File: src/pcwin_pkg.sv
// Constants for the PC Card I/O window configuration block
package pcwin_pkg;
    // Register offsets, compatibility space
    localparam logic [7:0] OFS_ENABLE = 8'h06;
    localparam logic [7:0] OFS_CTRL = 8'h07;
    localparam logic [7:0] OFS_W0_SLO = 8'h08;
    localparam logic [7:0] OFS_W0_SHI = 8'h09;
    localparam logic [7:0] OFS_W0_ELO = 8'h0a;
    localparam logic [7:0] OFS_W0_EHI = 8'h0b;
    localparam logic [7:0] OFS_W1_SLO = 8'h0c;
    localparam logic [7:0] OFS_W1_SHI = 8'h0d;
    localparam logic [7:0] OFS_W1_ELO = 8'h0e;
    localparam logic [7:0] OFS_W1_EHI = 8'h0f;
    localparam logic [7:0] REG_RESET = 8'h00;
    // Enable register: bit 5 reserved, reads zero
    localparam logic [7:0] ENABLE_WMASK = 8'hdf;
    localparam int BIT_IO_WIN1_EN = 7;
    localparam int BIT_IO_WIN0_EN = 6;
    // Control fields, window n at base 4*n
    localparam int BIT_WIDTH_SELECT = 0;
    localparam int BIT_WIDTH_FROM_CARD = 1;
    localparam int BIT_NARROW_FAST = 2;
    localparam int BIT_WIDE_EXTRA_WAIT = 3;
    localparam int WIN1_BASE = 4;
    // Emulated ISA bus timing
    localparam int CLK_PERIOD_NS = 25;
    localparam int ISA_CYCLE_NS = 125;
    localparam int ISA_DIV = (ISA_CYCLE_NS + CLK_PERIOD_NS - 1) / CLK_PERIOD_NS;
    localparam logic [2:0] ISA_DIV_LAST = 3'(ISA_DIV - 1);
    // Cycle lengths in ISA cycles
    localparam logic [3:0] LEN_STD8 = 4'h6;
    localparam logic [3:0] LEN_FAST8 = 4'h3;
    localparam logic [3:0] LEN_STD16 = 4'h3;
    localparam logic [3:0] LEN_WAIT16 = 4'h4;
    typedef enum logic {ST_IDLE, ST_RUN} pcwin_state_t;
endpackage

File: src/pcwin_match.sv
// Address comparator for one I/O window
`timescale 1ns/10ps
`default_nettype none
module pcwin_match (
    // Window setup
    input wire logic enable,
    input wire logic [15:0] start_addr,
    input wire logic [15:0] end_addr,
    // Host address
    input wire logic [15:0] addr,
    output logic hit
);
    // Inclusive bounds; an inverted range simply never hits
    assign hit = enable && (addr >= start_addr) && (addr <= end_addr);
endmodule // pcwin_match
`default_nettype wire

File: src/pcwin_cfg.sv
// I/O window registers, window decode and card cycle timing
`timescale 1ns/10ps
`default_nettype none
module pcwin_cfg (
    // Clock and reset
    input wire logic clk,
    input wire logic rstn,
    // Register port
    input wire logic reg_wr,
    input wire logic reg_rd,
    input wire logic [7:0] reg_addr,
    input wire logic [7:0] reg_wdata,
    output logic [7:0] reg_rdata,
    // Host I/O request
    input wire logic io_req,
    input wire logic [15:0] io_addr,
    output logic io_claim,
    output logic io_win,
    output logic io_wide,
    output logic [3:0] io_len,
    output logic io_busy,
    output logic io_done,
    // Card pin
    input wire logic card_iois16
);
    ////////////////////////////////////////////////////////////////////////////
    logic rst_meta;
    logic rst_n;
    always_ff @(posedge clk or negedge rstn)
    begin
        if (!rstn)
        begin
            rst_meta <= 1'b0;
            rst_n <= 1'b0;
        end
        else
        begin
            rst_meta <= 1'b1;
            rst_n <= rst_meta;
        end
    end

    ////////////////////////////////////////////////////////////////////////////
    // Registers
    logic [7:0] enable_reg;
    logic [7:0] ctrl;
    logic [15:0] win0_start;
    logic [15:0] win0_end;
    logic [15:0] win1_start;
    logic [15:0] win1_end;

    always_ff @(posedge clk or negedge rst_n)
    begin
        if (!rst_n)
        begin
            enable_reg <= pcwin_pkg::REG_RESET;
            ctrl <= pcwin_pkg::REG_RESET;
            win0_start <= {pcwin_pkg::REG_RESET, pcwin_pkg::REG_RESET};
            win0_end <= {pcwin_pkg::REG_RESET, pcwin_pkg::REG_RESET};
            win1_start <= {pcwin_pkg::REG_RESET, pcwin_pkg::REG_RESET};
            win1_end <= {pcwin_pkg::REG_RESET, pcwin_pkg::REG_RESET};
        end
        else if (reg_wr)
        begin
            case (reg_addr)
                pcwin_pkg::OFS_ENABLE: enable_reg <= reg_wdata & pcwin_pkg::ENABLE_WMASK;
                pcwin_pkg::OFS_CTRL: ctrl <= reg_wdata;
                pcwin_pkg::OFS_W0_SLO: win0_start[7:0] <= reg_wdata;
                pcwin_pkg::OFS_W0_SHI: win0_start[15:8] <= reg_wdata;
                pcwin_pkg::OFS_W0_ELO: win0_end[7:0] <= reg_wdata;
                pcwin_pkg::OFS_W0_EHI: win0_end[15:8] <= reg_wdata;
                pcwin_pkg::OFS_W1_SLO: win1_start[7:0] <= reg_wdata;
                pcwin_pkg::OFS_W1_SHI: win1_start[15:8] <= reg_wdata;
                pcwin_pkg::OFS_W1_ELO: win1_end[7:0] <= reg_wdata;
                pcwin_pkg::OFS_W1_EHI: win1_end[15:8] <= reg_wdata;
                default: ;
            endcase
        end
    end

    // Unmapped offsets read zero
    wire [7:0] read_mux =
        (reg_addr == pcwin_pkg::OFS_ENABLE) ? enable_reg :
        (reg_addr == pcwin_pkg::OFS_CTRL) ? ctrl :
        (reg_addr == pcwin_pkg::OFS_W0_SLO) ? win0_start[7:0] :
        (reg_addr == pcwin_pkg::OFS_W0_SHI) ? win0_start[15:8] :
        (reg_addr == pcwin_pkg::OFS_W0_ELO) ? win0_end[7:0] :
        (reg_addr == pcwin_pkg::OFS_W0_EHI) ? win0_end[15:8] :
        (reg_addr == pcwin_pkg::OFS_W1_SLO) ? win1_start[7:0] :
        (reg_addr == pcwin_pkg::OFS_W1_SHI) ? win1_start[15:8] :
        (reg_addr == pcwin_pkg::OFS_W1_ELO) ? win1_end[7:0] :
        (reg_addr == pcwin_pkg::OFS_W1_EHI) ? win1_end[15:8] : 8'h00;

    always_ff @(posedge clk or negedge rst_n)
    begin
        if (!rst_n)
            reg_rdata <= 8'h00;
        else if (reg_rd)
            reg_rdata <= read_mux;
    end

    ////////////////////////////////////////////////////////////////////////////
    // Card IOIS16 pin, three stages, change taken when stages two and three agree
    logic iois_s1;
    logic iois_s2;
    logic iois_s3;
    logic card_wide;
    always_ff @(posedge clk or negedge rst_n)
    begin
        if (!rst_n)
        begin
            iois_s1 <= 1'b0;
            iois_s2 <= 1'b0;
            iois_s3 <= 1'b0;
            card_wide <= 1'b0;
        end
        else
        begin
            iois_s1 <= card_iois16;
            iois_s2 <= iois_s1;
            iois_s3 <= iois_s2;
            if (iois_s2 == iois_s3)
                card_wide <= iois_s3;
        end
    end

    ////////////////////////////////////////////////////////////////////////////
    // Window decode
    wire hit0;
    wire hit1;
    pcwin_match u_match0 (
        .enable(enable_reg[pcwin_pkg::BIT_IO_WIN0_EN]),
        .start_addr(win0_start),
        .end_addr(win0_end),
        .addr(io_addr),
        .hit(hit0)
    );
    pcwin_match u_match1 (
        .enable(enable_reg[pcwin_pkg::BIT_IO_WIN1_EN]),
        .start_addr(win1_start),
        .end_addr(win1_end),
        .addr(io_addr),
        .hit(hit1)
    );

    wire sel_win1 = !hit0 && hit1;
    wire any_hit = hit0 || hit1;
    wire [3:0] win_ctrl = sel_win1 ? ctrl[7:4] : ctrl[3:0];
    wire win1_width_from_card = ctrl[pcwin_pkg::WIN1_BASE + pcwin_pkg::BIT_WIDTH_FROM_CARD];
    wire win0_width_from_card = ctrl[pcwin_pkg::BIT_WIDTH_FROM_CARD];
    // Card source overrides the select bit
    wire sel_wide = win_ctrl[pcwin_pkg::BIT_WIDTH_FROM_CARD] ? card_wide
        : win_ctrl[pcwin_pkg::BIT_WIDTH_SELECT];
    wire [3:0] len_wide = win_ctrl[pcwin_pkg::BIT_WIDE_EXTRA_WAIT] ? pcwin_pkg::LEN_WAIT16
        : pcwin_pkg::LEN_STD16;
    wire [3:0] len_narrow = win_ctrl[pcwin_pkg::BIT_NARROW_FAST] ? pcwin_pkg::LEN_FAST8
        : pcwin_pkg::LEN_STD8;
    wire [3:0] sel_len = sel_wide ? len_wide : len_narrow;

    ////////////////////////////////////////////////////////////////////////////
    // ISA cycle enable and card cycle sequencer
    logic [2:0] div_cnt;
    wire isa_tick = (div_cnt == pcwin_pkg::ISA_DIV_LAST);
    always_ff @(posedge clk or negedge rst_n)
    begin
        if (!rst_n)
            div_cnt <= 3'h0;
        else
            div_cnt <= isa_tick ? 3'h0 : div_cnt + 3'h1;
    end

    pcwin_pkg::pcwin_state_t state;
    logic [3:0] left;
    // Requests while busy are ignored; the host must wait for io_done
    wire start = (state == pcwin_pkg::ST_IDLE) && io_req && any_hit;
    wire finish = (state == pcwin_pkg::ST_RUN) && isa_tick && (left == 4'h1);

    always_ff @(posedge clk or negedge rst_n)
    begin
        if (!rst_n)
        begin
            state <= pcwin_pkg::ST_IDLE;
            left <= 4'h0;
            io_claim <= 1'b0;
            io_win <= 1'b0;
            io_wide <= 1'b0;
            io_len <= 4'h0;
            io_done <= 1'b0;
        end
        else
        begin
            io_claim <= start;
            io_done <= finish;
            case (state)
                pcwin_pkg::ST_IDLE:
                    if (start)
                    begin
                        state <= pcwin_pkg::ST_RUN;
                        left <= sel_len;
                        io_win <= sel_win1;
                        io_wide <= sel_wide;
                        io_len <= sel_len;
                    end
                pcwin_pkg::ST_RUN:
                    if (isa_tick)
                    begin
                        left <= left - 4'h1;
                        if (left == 4'h1)
                            state <= pcwin_pkg::ST_IDLE;
                    end
                default: state <= pcwin_pkg::ST_IDLE;
            endcase
        end
    end
    assign io_busy = (state == pcwin_pkg::ST_RUN);

    wire st1 = start && sel_win1;
    wire st0 = start && !sel_win1;
endmodule // pcwin_cfg
`default_nettype wire

File: config.mk
export PLATFORM = sky130hd
export DESIGN_NAME = pcwin_cfg
export DESIGN_NICKNAME = d
export VERILOG_FILES = /design/src/pcwin_pkg.sv /design/src/pcwin_match.sv /design/src/pcwin_cfg.sv
export SDC_FILE = /design/constraint.sdc
export NUM_CORES = 1
export LEC_CHECK = 0
export BUFFER_PORTS_ARGS = -buffer_cell sky130_fd_sc_hd__buf_2
export CORE_ASPECT_RATIO = 1.4
export CORE_MARGIN = 2
export CORE_UTILIZATION = 61
export CTS_CLUSTER_DIAMETER = 200
export DETAILED_ROUTE_END_ITERATION = 7
export PLACE_DENSITY = 0.81
export SLEW_MARGIN = 20
export SYNTH_ARGS = -nofsm -noshare
export SYNTH_HDL_FRONTEND = slang
export SYNTH_HIERARCHICAL = 1
export SYNTH_SLANG_ARGS = --single-unit
File: constraint.sdc
create_clock -name clk -period 4.4 [get_ports clk]
set_input_delay 0.66 -clock clk [delete_from_list [all_inputs] [get_ports clk]]
set_output_delay 0.66 -clock clk [all_outputs]
set_load 0.01 [all_outputs]
==> results.toml <==
[logic_synthesis]
synth_fp_nets = 739
synthAdderAreaFrac_pct = 12.63
yosys-top-cells-area = "dfrtp_1 40%, mux2_2 14%, ha_1 12%"
synthSimpleGateAreaFrac_pct = 10.32
async_flop_share_pct = 100.0
synth.mux.area_fraction_pct = 18.77
ys.flop_type = "dfrtp_1"
yosysTopAreaCellShare_pct = 39.66
synth.largest_area_cell = "dfrtp_1"
synth_compound_area_share_pct = 11.92
avgSynthCellArea_um2 = 10.76
netlist_area_mm2 = 0.006814
synth_edf_count = 0
ys_warn_count = 6
yosys.cell_types.count = 60
synth_xor_area_share_pct = 0.3856
synth_top_family_by_area = "multiplexers"
yosysSeqAreaShare_pct = 39.66
synth_cells = 633
ys_ff_latch = 108

[finish]
drive_above_1_share_pct = 28.02
layout.nets = 779
layout.cells.most_common = "dfrtp_1"
syn_to_final_growth_pct = 9.144
final_cells = 819
antenna_cells = 0
layout.cells.most_common_list = "107 x dfrtp_1, 82 x mux2_2, 73 x inv_1, 68 x ha_1, 56 x a21oi_1"
n_fill_cell = 822

[setup_path]
worstSetupStartpointType = "register"
path_class = "reg2reg"
crit_chain = "inv_1 > ha_1 > nand4_1 > or4_1 > or3_1 > a22oi_1 > o21ai_1 > nor2_1 > mux2_2"
critPathMaxFanout = 8
cp.required_ns = 4.65
worstSetupEndpointType = "register"
slowest_delay_ns = 0.45
worstPathArrival_ns = 3.57
critPathSlowestCell = "or4_1"

[grt]
grt_pass1_wl_um = 28430
grt_pass1_vias = 5341
track_usage_pct = 31.25
grt_overflow = 0
antenna_found_initial = 0
grt_max_degree = 74

[clock_network]
cts_root_buffer = "clkbuf_16"
cts_made_buffers = 9
clk_pin_slew_ns = 0.08
cts_sinks = 108
cts_tree = "done"
clk_latency_ns = 0.36
post_cts.repair.setup_buffers = 0
cts_buffer_depth = 2
ctsHoldBuffers = 0
cts_resized = 0
htreeDepth = 3

[floorplanning]
core_area_mm2 = 0.01087
start_util_pct = 62.71
die_w_um = 93.33
rows = 45
dieArea_mm2 = 0.01204
die_height_um = 129.1
ios = 55

[timing]
fmax_ghz = 0.3012
tns_ns = 0
worst_pin_slew_ns = 0.9308
rsz0062_at_grt = "false"
hold_viol = 0
clock_skew_ns = 0.01288
fin_ws_ns = 1.080
slew_headroom_pct = 37.95
slew_violations = 0
fin_crit_ns = 3.320
finalSetupViolations = 0
period_share_pct = 75.45

[drt]
wire_per_inst_um = 21.74
drt_wl_total_um = 17810
firstDrtPassIters = 5
ant_nets = 0
via_count = 5230
drc_errors = 0
routed_via_density = 6.386
first_iter_violations = 468

[place]
dp_cells = 803
dp_hpwl_um = 13370
place_ws_ns = 0.7832
port-buffer-count = 53
gp_congestion = 0.9340

[power]
leakage_uw = 0.003447
power_uw = 2272
power_density_mw_per_mm2 = 305.4
irDropWorstVdd_mv = 0.1884

[outcome]
status = "finished clean"

[min_path]
worstHoldPathType = "in2async"

[job]
drv_cap = 0
[cells in the mapped netlist, types with 2 or more instances]
cell,instances
a211oi_1,2
mux4_2,8
nand2_2,2
nand3_1,9
o21ai_0,31
buf_4,4
xnor2_1,2
and4_2,2
nor2_1,14
o22ai_1,6
nor2_2,2
a21oi_1,56
dfrtp_1,108
a41oi_1,2
nand2_1,30
or3b_2,6
nand3_2,2
and3_1,5
clkbuf_1,3
mux2i_1,16
nor3b_1,4
mux2_2,82
and2b_4,2
a221o_1,6
conb_1,2
nor3_4,2
a221oi_1,2
buf_1,8
a21o_1,2
or3_1,5
buf_2,8
o221ai_1,2
buf_6,3
ha_1,68
inv_1,73
a31oi_1,2
nor2b_1,4
nand4_1,5
nand3_4,2
a22oi_1,8
o2111ai_1,7
o21a_1,3
nor3_1,5
or4_1,2
[per-layer routing]
layer | wire length [µm] | track usage (%) | vias to the layer above
met3 | 932 | 3.663 | 53
met2 | 9236 | 55.40 | 235
met1 | 6955 | 38.36 | 2568
li1 | - | - | 2374
met4 | 682 | 13.49 | 0
met5 | 0 | 0 | -
[power by group]
group | leakage [µW] | internal (µW) | switching (µW)
registers | 0.00146 | 1050 | 64.8
clock network | 0.000145 | 404 | 414
logic | 0.00185 | 149 | 194
[layout make-up]
class / count / area (µm²) / share of cell area, %
well taps: 141 / 176.4 / 2.372
clock inverters: 7 / 82.58 / 1.110
clock buffers: 9 / 225.2 / 3.028
repair buffers: 55 / 280.3 / 3.769
multi-input cells: 425 / 3689 / 49.60
flip-flops and latches: 108 / 2706 / 36.39
inverters: 74 / 277.8 / 3.735
[critical path, delay by kind of cell (launching register included)]
kind,cells,cell delay (ns)
flip-flops,1,0.42
AO/OA/AOI/OAI,2,0.60
AND/OR/NAND/NOR,4,1.41
multiplexers,1,0.39
adder cells (fa/ha/maj),1,0.30
buffers and inverters,1,0.09
[through the flow]
step	utilization (%)	hold WS, ns	cell area, µm²
CTS	68.44	0.06779	7437
finish	68.44	0.06789	7437
detailed placement	65.61	0.3413	7129
global placement	65.61	0.3370	7129
floorplan	-	0.3312	6814
global route	68.44	0.06311	7437
[kinds of logic after synthesis]
group	count (synthesis)
compound gates	134
xor+xnor	3
fa+ha+maj	69
buf+inv	100
flops	108
mux	107
other cells	2
simple gates	110
[final timing paths]
check	from	depth (start not counted)	slack (ns)	end
worst max-delay path	win1_end[12]$_DFFE_PN0P_	9	1.08	io_wide$_DFFE_PN0P_
worst min-delay path	rstn	1	0.07	rst_n$_DFF_PN0_
worst max register to register	win1_end[12]$_DFFE_PN0P_	9	1.08	io_wide$_DFFE_PN0P_
worst min register to register	iois_s1$_DFF_PN0_	0	0.36	iois_s2$_DFF_PN0_
max in group asynchronous	rst_n$_DFF_PN0_	1	2.88	win0_start[9]$_DFFE_PN0P_
min in group clk	iois_s1$_DFF_PN0_	0	0.36	iois_s2$_DFF_PN0_
Power figures use the tool's default switching activity.
